### config.mk
export PLATFORM = sky130hd
export DESIGN_NAME = sdu_store_double
export DESIGN_NICKNAME = d
export VERILOG_FILES = /design/src/hdl/sdu_pkg.sv /design/src/hdl/sdu_store_double.sv
export VERILOG_INCLUDE_DIRS = /design/src /design/src/hdl
export SDC_FILE = /design/constraint.sdc
export NUM_CORES = 1
export LEC_CHECK = 0
export ABC_AREA = 1
export CORE_MARGIN = 2
export CORE_UTILIZATION = 40
export CTS_BUF_LIST = sky130_fd_sc_hd__clkbuf_16
export CTS_CLUSTER_DIAMETER = 60
export CTS_CLUSTER_SIZE = 40
export DETAILED_ROUTE_END_ITERATION = 16
export DONT_BUFFER_PORTS = 1
export MAX_ROUTING_LAYER = met4
export PLACE_DENSITY_LB_ADDON = 0.12
export SETUP_SLACK_MARGIN = 0.02
export SLEW_MARGIN = 5
export SYNTH_ARGS = -nofsm -noshare
export SYNTH_HDL_FRONTEND = slang
export SYNTH_SLANG_ARGS = --single-unit
### constraint.sdc
create_clock -name clk -period 4.4 [get_ports clk]
set_input_delay 0.22 -clock clk [delete_from_list [all_inputs] [get_ports clk]]
set_output_delay 0.22 -clock clk [all_outputs]
set_load 0.02 [all_outputs]
### src/hdl/sdu_params.svh
`ifndef SDU_PARAMS_SVH
`define SDU_PARAMS_SVH

// Opcode field values, bits 24:19
`define SDU_OP_STD          6'h07
`define SDU_OP_STDA         6'h17
`define SDU_OP_STORE_DOUBLE_COPRO         6'h37
`define SDU_OP_STORE_COPRO_QUEUE_ENTRY        6'h36
`define SDU_OP_STORE_DOUBLE_FLOAT         6'h27
`define SDU_OP_STORE_FLOAT_QUEUE_ENTRY        6'h26
`define SDU_PRIMARY_STORE   2'h3

// APB register byte offsets
`define SDU_ADDR_CTRL       12'h000
`define SDU_ADDR_STATUS     12'h004
`define SDU_ADDR_INT_STAT   12'h008
`define SDU_ADDR_INT_MASK   12'h00C
`define SDU_ADDR_FQ_DEPTH   12'h010
`define SDU_ADDR_LAST_TRAP  12'h014

// Control register fields
`define SDU_CTRL_COPRO_EN   0
`define SDU_CTRL_FLOAT_EN   1
`define SDU_CTRL_SUPER      2
`define SDU_CTRL_COPRO_PRES 3
`define SDU_CTRL_FLOAT_PRES 4
`define SDU_CTRL_FLOAT_EXC  5
`define SDU_CTRL_RESET      32'h0000_0000

// Interrupt status bits
`define SDU_INT_DONE        0
`define SDU_INT_TRAP        1
`define SDU_INT_WIDTH       2

`define SDU_WORD_STEP       32'h0000_0004
`define SDU_DW_ALIGN_MASK   32'h0000_0007

`endif

### src/hdl/sdu_pkg.sv
package sdu_pkg;

    typedef enum logic [3:0] {
        SDU_TRAP_NONE       = 4'h0,
        SDU_TRAP_ILLEGAL    = 4'h1,
        SDU_TRAP_PRIV       = 4'h2,
        SDU_TRAP_MISALIGN   = 4'h3,
        SDU_TRAP_DATA_FAULT = 4'h4,
        SDU_TRAP_COPRO_OFF  = 4'h5,
        SDU_TRAP_FLOAT_OFF  = 4'h6,
        SDU_TRAP_FLOAT_ERR  = 4'h7
    } sdu_trap_e;

    typedef enum logic [2:0] {
        SDU_KIND_INT  = 3'h0,
        SDU_KIND_ALT  = 3'h1,
        SDU_KIND_CP   = 3'h2,
        SDU_KIND_CPQ  = 3'h3,
        SDU_KIND_FP   = 3'h4,
        SDU_KIND_FPQ  = 3'h5,
        SDU_KIND_NONE = 3'h7
    } sdu_kind_e;

    typedef enum logic [2:0] {
        SDU_ST_IDLE  = 3'h0,
        SDU_ST_FETCH = 3'h1,
        SDU_ST_HIGH  = 3'h2,
        SDU_ST_LOW   = 3'h3,
        SDU_ST_TRAP  = 3'h4
    } sdu_state_e;

    // Instruction issue from the pipeline
    typedef struct packed {
        logic [31:0] instr;
        logic [31:0] src1_val;
        logic [31:0] src2_val;
    } sdu_issue_s;

    // Data returned for the register pair or queue front
    typedef struct packed {
        logic [31:0] hi_word;
        logic [31:0] lo_word;
    } sdu_pair_s;

    // One memory write request
    typedef struct packed {
        logic        valid;
        logic [31:0] addr;
        logic [7:0]  space;
        logic        alt;
        logic [31:0] data;
    } sdu_mem_s;

endpackage

### src/hdl/sdu_store_double.sv
// Notes on behaviour
// - integer pair store writes even then odd
// - address is src1 plus src2 or immediate
// - even word at address, odd at plus four
// - data fault leaves both words untouched
// - alternate store uses space field, register sum
// - alternate store: immediate illegal, needs supervisor
// - coprocessor pair store, even first
// - coprocessor disabled or absent traps
// - coprocessor queue store privileged, address then instruction
// - float pair store, even first
// - float disabled or absent traps, memory unchanged
// - float queue store privileged, address then instruction
// - float queue advances in exception mode
// - float stores take pending float exception
`timescale 1ns/100ps
`default_nettype none
`include "sdu_params.svh"

module sdu_store_double
    import sdu_pkg::*;
#(
    parameter int FQ_DEPTH_W = 4
) (
    input  wire logic        clk,
    input  wire logic        rst_b,
    input  wire logic        clk_en,
    input  wire logic        issue_valid,
    input  wire sdu_issue_s  issue,
    output var  logic        issue_ready,
    output var  logic [4:0]  pair_index,
    output var  sdu_kind_e   pair_kind,
    output var  logic        pair_req,
    input  wire logic        pair_valid,
    input  wire sdu_pair_s   pair,
    input  wire logic        float_exc_pending,
    output var  sdu_mem_s    mem_wr,
    input  wire logic        mem_ready,
    input  wire logic        mem_fault,
    output var  logic        fq_advance,
    output var  logic        trap_valid,
    output var  sdu_trap_e   trap_code,
    output var  logic        done,
    output var  logic        irq,
    input  wire logic        psel,
    input  wire logic        penable,
    input  wire logic        pwrite,
    input  wire logic [11:0] paddr,
    input  wire logic [31:0] pwdata,
    output var  logic [31:0] prdata,
    output var  logic        pready,
    output var  logic        pslverr
);

    function automatic sdu_kind_e sdu_kind_of(input logic [31:0] ins);
        if (ins[31:30] != `SDU_PRIMARY_STORE) begin
            return SDU_KIND_NONE;
        end
        case (ins[24:19])
            `SDU_OP_STD:   return SDU_KIND_INT;
            `SDU_OP_STDA:  return SDU_KIND_ALT;
            `SDU_OP_STORE_DOUBLE_COPRO:  return SDU_KIND_CP;
            `SDU_OP_STORE_COPRO_QUEUE_ENTRY: return SDU_KIND_CPQ;
            `SDU_OP_STORE_DOUBLE_FLOAT:  return SDU_KIND_FP;
            `SDU_OP_STORE_FLOAT_QUEUE_ENTRY: return SDU_KIND_FPQ;
            default:       return SDU_KIND_NONE;
        endcase
    endfunction

    sdu_state_e             state_reg;
    sdu_kind_e              kind_reg;
    logic [31:0]            addr_reg;
    logic [7:0]             space_reg;
    logic [31:0]            lo_reg;
    logic [31:0]            ctrl_reg;
    logic [`SDU_INT_WIDTH-1:0] int_stat_reg;
    logic [`SDU_INT_WIDTH-1:0] int_mask_reg;
    logic [FQ_DEPTH_W-1:0]  fq_depth_reg;
    sdu_trap_e              last_trap_reg;

    // Decode of the offered instruction
    sdu_kind_e   dec_kind;
    logic [31:0] imm_ext;
    logic [31:0] eff_addr;
    sdu_trap_e   dec_trap;
    logic        apb_wr;
    logic        apb_rd;
    logic        ev_done;
    logic        ev_trap;

    assign dec_kind = sdu_kind_of(issue.instr);
    assign imm_ext  = {{19{issue.instr[12]}}, issue.instr[12:0]};
    assign eff_addr = (issue.instr[13] && dec_kind != SDU_KIND_ALT)
                      ? issue.src1_val + imm_ext
                      : issue.src1_val + issue.src2_val;

    // Priority: illegal, privilege, disabled unit, float error, alignment
    always_comb begin
        dec_trap = SDU_TRAP_NONE;
        if (dec_kind == SDU_KIND_NONE) begin
            dec_trap = SDU_TRAP_ILLEGAL;
        end else if (dec_kind == SDU_KIND_ALT && issue.instr[13]) begin
            dec_trap = SDU_TRAP_ILLEGAL;
        end else if ((dec_kind == SDU_KIND_ALT || dec_kind == SDU_KIND_CPQ ||
                      dec_kind == SDU_KIND_FPQ) && !ctrl_reg[`SDU_CTRL_SUPER]) begin
            dec_trap = SDU_TRAP_PRIV;
        end else if ((dec_kind == SDU_KIND_CP || dec_kind == SDU_KIND_CPQ) &&
                     !(ctrl_reg[`SDU_CTRL_COPRO_EN] && ctrl_reg[`SDU_CTRL_COPRO_PRES])) begin
            dec_trap = SDU_TRAP_COPRO_OFF;
        end else if ((dec_kind == SDU_KIND_FP || dec_kind == SDU_KIND_FPQ) &&
                     !(ctrl_reg[`SDU_CTRL_FLOAT_EN] && ctrl_reg[`SDU_CTRL_FLOAT_PRES])) begin
            dec_trap = SDU_TRAP_FLOAT_OFF;
        end else if ((dec_kind == SDU_KIND_FP || dec_kind == SDU_KIND_FPQ) &&
                     float_exc_pending) begin
            dec_trap = SDU_TRAP_FLOAT_ERR;
        end else if ((eff_addr & `SDU_DW_ALIGN_MASK) != 32'h0000_0000 ||
                     (issue.instr[25] && dec_kind != SDU_KIND_CPQ &&
                      dec_kind != SDU_KIND_FPQ)) begin
            dec_trap = SDU_TRAP_MISALIGN;
        end
    end

    assign apb_wr  = psel && penable && pwrite;
    assign apb_rd  = psel && penable && !pwrite;
    assign ev_done = (state_reg == SDU_ST_LOW) && mem_ready && !mem_fault;
    assign ev_trap = (state_reg == SDU_ST_TRAP);

    // Sequencer; nothing reaches memory until all checks pass
    always_ff @(posedge clk or negedge rst_b) begin
        if (!rst_b) begin
            state_reg <= SDU_ST_IDLE;
            kind_reg  <= SDU_KIND_NONE;
            addr_reg  <= 32'h0000_0000;
            space_reg <= 8'h00;
            last_trap_reg <= SDU_TRAP_NONE;
        end else if (clk_en) begin
            case (state_reg)
                SDU_ST_IDLE: begin
                    if (issue_valid) begin
                        kind_reg  <= dec_kind;
                        addr_reg  <= eff_addr;
                        space_reg <= issue.instr[12:5];
                        last_trap_reg <= dec_trap;
                        state_reg <= (dec_trap == SDU_TRAP_NONE) ? SDU_ST_FETCH
                                                                 : SDU_ST_TRAP;
                    end
                end
                SDU_ST_FETCH: begin
                    if (pair_valid) begin
                        state_reg <= SDU_ST_HIGH;
                    end
                end
                SDU_ST_HIGH: begin
                    if (mem_ready && mem_fault) begin
                        last_trap_reg <= SDU_TRAP_DATA_FAULT;
                        state_reg <= SDU_ST_TRAP;
                    end else if (mem_ready) begin
                        state_reg <= SDU_ST_LOW;
                    end
                end
                SDU_ST_LOW: begin
                    if (mem_ready) begin
                        if (mem_fault) begin
                            last_trap_reg <= SDU_TRAP_DATA_FAULT;
                            state_reg <= SDU_ST_TRAP;
                        end else begin
                            state_reg <= SDU_ST_IDLE;
                        end
                    end
                end
                SDU_ST_TRAP: state_reg <= SDU_ST_IDLE;
                default: state_reg <= SDU_ST_IDLE;
            endcase
        end
    end

    // Memory write port; the high word commits first
    always_ff @(posedge clk or negedge rst_b) begin
        if (!rst_b) begin
            mem_wr <= '0;
            lo_reg <= 32'h0000_0000;
        end else if (clk_en) begin
            if (state_reg == SDU_ST_FETCH && pair_valid) begin
                mem_wr.valid <= 1'b1;
                mem_wr.addr  <= addr_reg;
                mem_wr.data  <= pair.hi_word;
                mem_wr.space <= space_reg;
                mem_wr.alt   <= (kind_reg == SDU_KIND_ALT);
                lo_reg       <= pair.lo_word;
            end else if (state_reg == SDU_ST_HIGH && mem_ready && !mem_fault) begin
                mem_wr.addr <= addr_reg + `SDU_WORD_STEP;
                mem_wr.data <= lo_reg;
            end else if (mem_ready || state_reg == SDU_ST_IDLE) begin
                mem_wr.valid <= 1'b0;
            end
        end
    end

    // Memory system must hold the first word until the second lands
    // so a fault on either access drops both.
    always_ff @(posedge clk or negedge rst_b) begin
        if (!rst_b) begin
            issue_ready <= 1'b0;
            pair_req    <= 1'b0;
            pair_index  <= 5'h00;
            pair_kind   <= SDU_KIND_NONE;
            trap_valid  <= 1'b0;
            trap_code   <= SDU_TRAP_NONE;
            done        <= 1'b0;
        end else if (clk_en) begin
            issue_ready <= (state_reg == SDU_ST_IDLE) && !issue_valid;
            pair_req    <= (state_reg == SDU_ST_IDLE && issue_valid &&
                            dec_trap == SDU_TRAP_NONE) ||
                           (state_reg == SDU_ST_FETCH && !pair_valid);
            if (state_reg == SDU_ST_IDLE && issue_valid) begin
                pair_index <= issue.instr[29:25];
                pair_kind  <= dec_kind;
            end
            trap_valid <= ev_trap;
            trap_code  <= last_trap_reg;
            done       <= ev_done;
        end
    end

    // Float queue bookkeeping; nonzero depth is the queue-not-empty flag
    always_ff @(posedge clk or negedge rst_b) begin
        if (!rst_b) begin
            fq_depth_reg <= '0;
            fq_advance   <= 1'b0;
        end else if (clk_en) begin
            fq_advance <= 1'b0;
            if (apb_wr && paddr == `SDU_ADDR_FQ_DEPTH) begin
                fq_depth_reg <= pwdata[FQ_DEPTH_W-1:0];
            end else if (ev_done && kind_reg == SDU_KIND_FPQ &&
                         ctrl_reg[`SDU_CTRL_FLOAT_EXC] && fq_depth_reg != '0) begin
                fq_depth_reg <= fq_depth_reg - 1'b1;
                fq_advance   <= 1'b1;
            end
        end
    end

    // Registers and interrupt; a read of status clears it, new events win
    always_ff @(posedge clk or negedge rst_b) begin
        if (!rst_b) begin
            ctrl_reg     <= `SDU_CTRL_RESET;
            int_mask_reg <= '0;
            int_stat_reg <= '0;
            irq          <= 1'b0;
        end else if (clk_en) begin
            if (apb_wr && paddr == `SDU_ADDR_CTRL) begin
                ctrl_reg <= pwdata;
            end
            if (apb_wr && paddr == `SDU_ADDR_INT_MASK) begin
                int_mask_reg <= pwdata[`SDU_INT_WIDTH-1:0];
            end
            int_stat_reg <= ((apb_rd && paddr == `SDU_ADDR_INT_STAT) ? '0 : int_stat_reg)
                            | {ev_trap, ev_done};
            irq <= |(int_stat_reg & int_mask_reg);
        end
    end

    always_ff @(posedge clk or negedge rst_b) begin
        if (!rst_b) begin
            prdata  <= 32'h0000_0000;
            pready  <= 1'b0;
            pslverr <= 1'b0;
        end else if (clk_en) begin
            pready  <= psel && !penable;
            pslverr <= 1'b0;
            if (psel && !penable) begin
                prdata <= 32'h0000_0000;
                case (paddr)
                    `SDU_ADDR_CTRL:      prdata <= ctrl_reg;
                    `SDU_ADDR_STATUS:    prdata <= {29'h0, state_reg};
                    `SDU_ADDR_INT_STAT:  prdata <= {30'h0, int_stat_reg};
                    `SDU_ADDR_INT_MASK:  prdata <= {30'h0, int_mask_reg};
                    `SDU_ADDR_FQ_DEPTH:  prdata <= 32'(fq_depth_reg);
                    `SDU_ADDR_LAST_TRAP: prdata <= {28'h0, last_trap_reg};
                    default:             pslverr <= 1'b1;
                endcase
            end
        end
    end
endmodule
`default_nettype wire

==> results of run 1 <==
report_power, final:
group          total [uW]  internal (uW)  switching, uW
clock                2200           1180           1020
combinational        1790            707           1080
sequential           3970           2940           1040
final cells by class:
cell class / instances / share of cell area [%]
antenna: 1 / 0.01573
clock buffer: 24 / 3.776
clock inverter: 20 / 1.644
inverter: 171 / 4.051
multi-input combinational: 1276 / 40.00
sequential: 246 / 38.75
tap: 448 / 3.524
timing repair buffer: 133 / 8.244
critical path: cells and delay by family (launching register included):
kind / cells / cell delay (ns)
AO/OA/AOI/OAI: 1 / 0.15
buffers and inverters: 4 / 1.59
flip-flops: 1 / 0.47
AND/OR/NAND/NOR: 5 / 0.94
per-stage QoR:
step	cell area (um^2)	cells
global placement	13790	2149
CTS	15900	2318
floorplan	13480	1759
finish	15910	2319
global route	15910	2319
detailed placement	13790	2149
path summary, 6_finish.rpt:
| kind | endpoint | depth (start not counted) | from | slack [ns] |
|---|---|---|---|---|
| worst max-delay path | mem_wr[3] | 10 | state_reg[2] | 1.13 |
| worst min-delay path | mem_wr[13] | 0 | rst_b | -0.64 |
| worst max register to register | mem_wr[3] | 10 | state_reg[2] | 1.13 |
| worst min register to register | kind_reg[1] | 2 | kind_reg[1] | 0.47 |
| max in group asynchronous | pair_kind[2] | 0 | rst_b | 4.63 |
| min in group clk | pair_kind[0] | 5 | issue[83] | 0.04 |
cells by family (layout without fill, tap and decap cells):
kind of cell             Yosys count  count (layout)  share of synthesized area (%)
AND/OR/NAND/NOR                  898             898                          27.89
AO/OA/AOI/OAI                    285             285                          11.71
flip-flops                       246             246                          45.72
buffers and inverters            237             348                          7.220
adder cells (fa/ha/maj)           34              34                          3.155
XOR/XNOR                          30              30                          1.949
multiplexers                      28              28                          2.329
other                              1               2                        0.02782
layout by cell type, fill, tap and decap left out, types with 4 or more instances in the layout:
cell	count
nand2_1	597
xor2_1	21
clkinv_4	5
o22ai_1	5
nand2_2	5
dlygate4sd3_1	125
dfrtp_1	240
inv_1	160
o21ai_0	123
clkbuf_16	24
o31ai_1	8
buf_4	8
ha_1	34
nand3b_1	7
dfstp_2	6
xnor2_1	9
nand4_1	24
nor2_4	4
o21ai_1	29
mux2_1	11
or2_2	5
inv_2	11
nor3_2	5
nor2_1	126
nor3_1	26
o21bai_1	6
nand3_1	79
a31oi_1	44
nor2_2	6
a21oi_1	50
mux2_2	16
o21a_1	7
routing by layer:
layer | GRT usage, % | wire length [um]
met5 | - | 0
met4 | 4.270 | 593
met3 | 5.839 | 3310
met2 | 35.56 | 17790
met1 | 34.38 | 20100
==> results.yml, run 1 <==
finish:
  largest-register: "mem_wr"
  multi_input_area_um2: 6362
  fin_nets: 2101
  layout-drive-gt1-share_pct: 6.417
  largest_reg_flops: 74
  fillers: 3325
  seq_area_um2: 6163
  post-route-util_pct: 47.67
  syn_to_final_growth_pct: 17.99
floorplan:
  die_y_um: 187.6
  rows: 67
  die_area_um2: 35190
  initial_core_util_pct: 40.41
  boundaryPins: 341
  core-area_um2: 33360
  die_w_um: 187.6
timing:
  slew_violations: 0
  timing.final.crit_share_pct: 74.37
  max_freq_ghz: 0.3056
  clock_skew_ns: 0.03103
  rsz0062_at_grt: "false"
  fin_ws_ns: 1.128
  setup_viol: 0
  hold_slack_ns: -0.6416
  final_hold_viol_count: 246
  fin_tns_setup_ns: 0
  min_period_ns: 3.272
  worst_pin_slew_ns: 1.119
  slew-limit-headroom_pct: 25.20
grt:
  grt_pass1_wl_um: 66700
  grt_overflow: 0
  grt_max_degree: 247
  grt_usage_pct: 24.23
  grt_pass1_vias: 11880
  antenna_found_initial: 1
yosys:
  ys_ff_latch: 246
  synth_flop_cell: "dfrtp_1"
  ys_seq_area_share_pct: 45.72
  synth.most_common_cell: "nand2_1"
  synthDominantCellAreaShare_pct: 44.55
  synth_area_um2: 13480
  syn_avg_cell_area_um2: 7.664
  async_flop_share_pct: 100.0
  synthCells: 1759
  yosysWarnings: 0
  synth_edf_count: 0
  syn-num-nets: 2008
  ys_types: 53
  yosys.area.top_type: "dfrtp_1"
  synth_commonest_cells: "nand2_1 (598), dfrtp_1 (240), inv_1 (159)"
  synth_area_leaders: "dfrtp_1 (45%), nand2_1 (17%), o21ai_0 (4.6%), inv_1 (4.4%), nor2_1 (3.5%)"
power:
  power_per_cell_area_nw_per_um2: 500.9
  total_power_uw: 7967
  leakage_uw: 0.007541
  ir_drop_mv: 0.3541
clocking:
  ctsLongestPathBuffers: 3
  postCtsSetupRepairBufs: 0
  clk_pin_slew_ns: 0.07
  htreeDepth: 1
  root_buffer: "clkbuf_16"
  cts_hold_buf: 125
  numCtsBuffers: 24
  clkLatencyLatePin_ns: 0.56
  ctsResizeCount: 0
  cts.sinks: 246
  cts_tree: "built"
status:
  run_status: "complete, but fails checks"
  violations: "negative hold slack"
route:
  wire_per_inst_um: 18.02
  drc_errors: 0
  vias_per_cell: 5.143
  vias: 11930
  ant_nets: 0
  dr.first_iter.drc_count: 885
  dr.pass1.iters: 5
  wirelength_um: 41790
critical_path:
  worstPathCellList: "nor2_2 -> nand3_4 -> nor2_4 -> buf_4 -> inv_2 -> nand2_4 -> buf_4 -> nor2_1 -> a31oi_1 -> dlygate4sd3_1"
  crit_fanout: 64
  cp-start-kind: "register"
  cp_slowest_cell: "buf_4"
  max_stage_delay_ns: 0.58
  worst_ep_arrival_time_ns: 3.77
  cp-end-kind: "register"
  critPathKind: "register to register"
  cp.required_ns: 4.89
  critPathMostFrequentCell: "buf_4"
placed_design:
  dp_hpwl_um: 30760
  pre_cts_slack_ns: 0.7503
  io_buffers: 0
  gp_congestion: 0.8878
worst_hold_path:
  hp-class: "input pin to async pin"
job:
  drv_cap: 0
No activity file was read; power rests on OpenSTA's default activity.
==> run 2: changes to the inputs <==
clock period = 3.2 ns   (was 4.4 ns; I/O delays follow)
==> run 2 against run 1 <==
The run still ends with negative hold slack left. Cell area is 2.5% higher. Worst setup slack worse by 0.91 ns. Cell count is 1.7% higher. Non-clock buffer count is 34 higher. Die area stayed put. Sequential cell count stayed put. Total power is 39% higher. Critical path type is now input pin to register. Critical endpoint is now addr_reg[25]. Highest routed layer unchanged.
==> results.yml, run 2 (synthesized netlist as in run 1, its figures left out) <==
status:
  run_status: "complete, but fails checks"
  violations: "negative hold slack"
critical_path:
  cp-end-kind: "register"
  crit_fanout: 28
  worst_ep_arrival_time_ns: 3.40
  critPathKind: "input pin to register"
  cp.required_ns: 3.62
  cp-start-kind: "input pin"
  reg2reg_to: "mem_wr[50]"
  r2r_slack_ns: 0.87
  r2r-start: "state_reg[2]"
  r2r.worst_path.cells: 9
power:
  ir_drop_mv: 0.4560
  leakage_uw: 0.007708
  power_per_cell_area_nw_per_um2: 679.7
  total_power_uw: 11090
grt:
  antenna_found_initial: 1
  grt_pass1_vias: 11900
  grt_max_degree: 247
  grt_overflow: 0
  grt_usage_pct: 24.43
  grt_pass1_wl_um: 66990
finish:
  syn_to_final_growth_pct: 20.99
  layout-drive-gt1-share_pct: 8.972
  design_area_um2: 16310
  mostFrequentLayoutCell: "nand2_1"
  finalNonFillerCells: 2358
  largest-register: "mem_wr"
  largest_reg_flops: 74
  final_cell_mix: "nand2_1 (596), dfrtp_1 (240), inv_1 (159)"
  fillers: 3291
  fin_nets: 2136
clocking:
  root_buffer: "clkbuf_16"
  ctsLongestPathBuffers: 3
  clkLatencyLatePin_ns: 0.55
  htreeDepth: 1
  numCtsBuffers: 25
  cts_tree: "built"
  cts.sinks: 246
  clk_pin_slew_ns: 0.08
  cts_hold_buf: 129
worst_hold_path:
  hp-class: "input pin to async pin"
timing:
  clock_skew_ns: 0.01498
  hold_slack_ns: -0.7019
  max_freq_ghz: 0.3359
  final_hold_viol_count: 246
  worst_pin_slew_ns: 0.7811
  min_period_ns: 2.977
  slew-limit-headroom_pct: 47.86
  timing.final.crit_share_pct: 93.04
  setup_viol: 0
  slew_violations: 0
floorplan:
  boundaryPins: 341
  die_area_um2: 35190
  die_w_um: 187.6
  die_y_um: 187.6
  rows: 67
  initial_core_util_pct: 40.41
  core-area_um2: 33360
route:
  vias: 12190
  drc_errors: 0
  dr.pass1.iters: 5
  vias_per_cell: 5.171
  wirelength_um: 42540
  wire_per_inst_um: 18.04
  dr.first_iter.drc_count: 815
  ant_nets: 0
placed_design:
  gp_congestion: 0.9553
  dp_hpwl_um: 31080
  io_buffers: 0
  place_area_um2: 14040
  place_inst: 2177
job:
  drv_cap: 0
-- run 2: cell types whose count changed in the layout (fill, tap and decap cells not counted), sizes merged --
cell         change
clkinv           -3
inv              +3
dlygate4sd3      +4
clkinvlp         +2
clkbuf           +1
bufinv           -1
diode            +3
buf             +30
-- run 2: metrics by stage --
step | hold slack [ns] | setup TNS [ns] | util (%) | setup WS, ns
after floorplan | -0.1356 | 0 | - | 0.4858
after global placement | -0.1308 | 0 | 42.08 | 0.09571
after detailed placement | -0.1289 | 0 | 42.08 | 0.03509
after CTS | -0.7352 | 0 | 48.62 | 0.2034
after global routing | -0.7293 | -0.03720 | 48.88 | -0.03048
final | -0.7019 | 0 | 48.89 | 0.2227
-- run 2: critical path, cell delays in order --
cell and delay (ns):
dlygate4sd3_1 0.54, nand3b_1 0.13, nor2_2 0.06, nor2_1 0.14, nand2_1 0.15, nand2_2 0.10, inv_2 0.06, buf_12 0.15
nand2_1 0.06, nand2_1 0.09, ha_1 0.36, a21oi_1 0.27, o21ai_0 0.12, a21oi_1 0.21, buf_4 0.18, o21bai_1 0.11
nand3b_1 0.16, nand3_1 0.08, nand3_1 0.15, o21ai_0 0.10
-- run 2: worst max path at each step --
stage | startpoint | endpoint | slack (ns) | cells after the start
after floorplan | issue[86] | addr_reg[13] | 0.49 | 19
after global placement | issue[86] | addr_reg[30] | 0.1 | 23
after detailed placement | issue[94] | addr_reg[27] | 0.04 | 20
after CTS | issue[84] | addr_reg[27] | 0.20 | 20
after global routing | issue[83] | addr_reg[27] | -0.03 | 21
final | issue[84] | addr_reg[25] | 0.22 | 20
-- run 2: cell type report --
type	instances	area, um^2	area share (%)
inverters	171	644.4	3.950
well taps	448	560.5	3.436
clock inverters	21	266.5	1.634
repair buffers	167	1618	9.918
clock buffers	25	625.6	3.835
diodes	4	10.01	0.06136
multi-input cells	1276	6424	39.38
flip-flops and latches	246	6163	37.78
-- run 2: layer usage --
layer,wire (um),vias up,GRT usage (%)
met1,20280,5740,35.00
met3,3318,47,5.091
met2,18220,424,35.71
met5,0,-,-
met4,720,0,5.027
li1,-,5983,-
-- run 2: what timing repair did --
action,4_1_cts,5_1_grt
setup buffers,0,2
endpoints found under the hold margin,388,246
setup endpoints to repair,0,16
gates resized for setup,0,25
-- run 2: where the power goes --
part	total, uW	switching, uW	internal (uW)
combinational	2510	1510	996
clock	3110	1490	1620
sequential	5460	1430	4040
==> run 3: changes to the inputs <==
REMOVE_ABC_BUFFERS = 1   (was not set)
==> run 3 against run 2 <==
The run still ends with negative hold slack left. Utilization grew 0.13 points. Cell area rose by 0.27%. Total power is 0.11% lower. Die area unchanged. Critical path depth increased by 2. Combinational power down 2%. Worst setup slack better by 0.051 ns. Clock skew increased by 0.0049 ns. Critical path type unchanged. Register-to-register slack got worse by 0.02 ns. Fmax increased by 1.7%. Cell count rose by 0.17%. Sequential power about the same.
==> results.yml, run 3 (synthesized netlist as in run 1, its figures left out) <==
status:
  run_status: "complete, but fails checks"
  violations: "negative hold slack"
timing:
  timing.final.crit_share_pct: 91.46
  fin_tns_setup_ns: 0
  clock_skew_ns: 0.01993
  min_period_ns: 2.927
  hold_slack_ns: -0.7041
  fin_ws_ns: 0.2732
  max_freq_ghz: 0.3417
  final_hold_viol_count: 246
  slew_violations: 0
  worst_pin_slew_ns: 0.6675
  rsz0062_at_grt: "false"
  setup_viol: 0
  slew-limit-headroom_pct: 55.44
clocking:
  cts_tree: "built"
  clkLatencyLatePin_ns: 0.57
  clk_pin_slew_ns: 0.07
  root_buffer: "clkbuf_16"
  htreeDepth: 1
  ctsLongestPathBuffers: 3
  numCtsBuffers: 27
  cts.sinks: 246
  cts_hold_buf: 133
critical_path:
  cp-end-kind: "register"
  cp-start-kind: "input pin"
  worstPathCellList: "dlygate4sd3_1 -> inv_1 -> nand2_1 -> nand2_1 -> nor2_2 -> nand2_2 -> nand2_2 -> inv_2 -> buf_12 -> nand2_1 -> nand2_1 -> ha_1 -> nand2_1 -> o21ai_0 -> a21o_1 -> nand2_1 -> nand2_1 -> nand3_1 -> nand2_1 -> nand2_1 -> nand3_1 -> o21ai_0"
  r2r-start: "state_reg[2]"
  r2r_slack_ns: 0.85
  cp_top_family: "simple AND/OR/NAND/NOR gates"
  max_stage_delay_ns: 0.58
  critPathKind: "input pin to register"
  worst_ep_arrival_time_ns: 3.35
  crit_fanout: 29
  critPathMostFrequentCell: "nand2_1"
  cp_slowest_cell: "dlygate4sd3_1"
  critical_path_buf_inv_count: 4
  cp.required_ns: 3.63
  r2r.worst_path.cells: 9
  reg2reg_to: "mem_wr[50]"
finish:
  post-route-util_pct: 49.02
  fillers: 3326
  n_antenna_cell: 0
  syn_to_final_growth_pct: 21.32
  mostFrequentLayoutCell: "nand2_1"
  design_area_um2: 16360
  largest-register: "mem_wr"
  largest_reg_flops: 74
  fin_nets: 2142
  layout-drive-gt1-share_pct: 8.830
  final_cell_mix: "nand2_1 (596), dfrtp_1 (240), inv_1 (161)"
placed_design:
  dp_hpwl_um: 28260
  place_area_um2: 14040
  io_buffers: 0
  gp_congestion: 0.9429
  pre_cts_slack_ns: 0.04162
route:
  dr.pass1.iters: 5
  vias: 12060
  ant_nets: 0
  drc_errors: 0
  wire_per_inst_um: 16.70
  dr.first_iter.drc_count: 618
  vias_per_cell: 5.107
  wirelength_um: 39450
grt:
  grt_overflow: 0
  antenna_found_initial: 0
  grt_pass1_vias: 11910
  grt_usage_pct: 23.01
  grt_pass1_wl_um: 64070
  grt_max_degree: 247
power:
  power_per_cell_area_nw_per_um2: 677.2
  leakage_uw: 0.007764
  ir_drop_mv: 0.4545
floorplan:
  rows: 67
  die_y_um: 187.6
  initial_core_util_pct: 40.41
  core-area_um2: 33360
  boundaryPins: 341
  die_area_um2: 35190
  die_w_um: 187.6
job:
  drv_cap: 0
worst_hold_path:
  hp-class: "input pin to async pin"
==> run 3: area by class of cell <==
type / count / area (um^2) / area share [%]
repair buffers: 171 / 1654 / 10.11
multi-input cells: 1276 / 6410 / 39.19
inverters: 171 / 644.4 / 3.940
clock buffers: 27 / 675.6 / 4.131
clock inverters: 23 / 247.7 / 1.515
well taps: 448 / 560.5 / 3.427
flip-flops and latches: 246 / 6163 / 37.68
==> run 3: repair_timing <==
action / CTS / global route
setup buffers: 0 / 2
endpoints found under the setup margin: 0 / 17
hold endpoints to repair: 390 / 246
resized for setup: 0 / 22
==> run 3: report_power, final <==
part | total (uW) | internal [uW] | switching, uW | leakage, uW
clock network | 3180 | 1660 | 1520 | 0.000465
logic | 2450 | 1000 | 1450 | 0.00412
registers | 5440 | 4040 | 1400 | 0.00318
==> run 3: worst max-delay path by stage <==
| stage | startpoint | to | slack [ns] | depth (start not counted) |
|---|---|---|---|---|
| 2_1_floorplan | state_reg[2] | mem_wr[50] | -1.29 | 9 |
| 6_report | issue[83] | addr_reg[28] | 0.27 | 22 |
| 3_5_place_dp | issue[86] | addr_reg[18] | 0.04 | 21 |
| 4_1_cts | issue[83] | addr_reg[18] | 0.20 | 21 |
| 5_1_grt | issue[83] | addr_reg[30] | 0.01 | 21 |
| 3_3_place_gp | issue[86] | addr_reg[18] | 0.09 | 23 |
==> run 3: metal layers <==
layer  GRT usage [%]  vias up  routed length (um)
met5               -        -                   0
li1                -     5986                   -
met1           32.14     5599               18630
met4           5.572        0                 973
met2           34.40      417               16890
met3           4.585       60                2960
==> run 3: per-stage QoR <==
stage,total power (uW),cells
detailed placement,7796,2177
CTS,11160,2360
floorplan,6935,1693
global route,11830,2362
global placement,7729,2177
finish,11080,2362
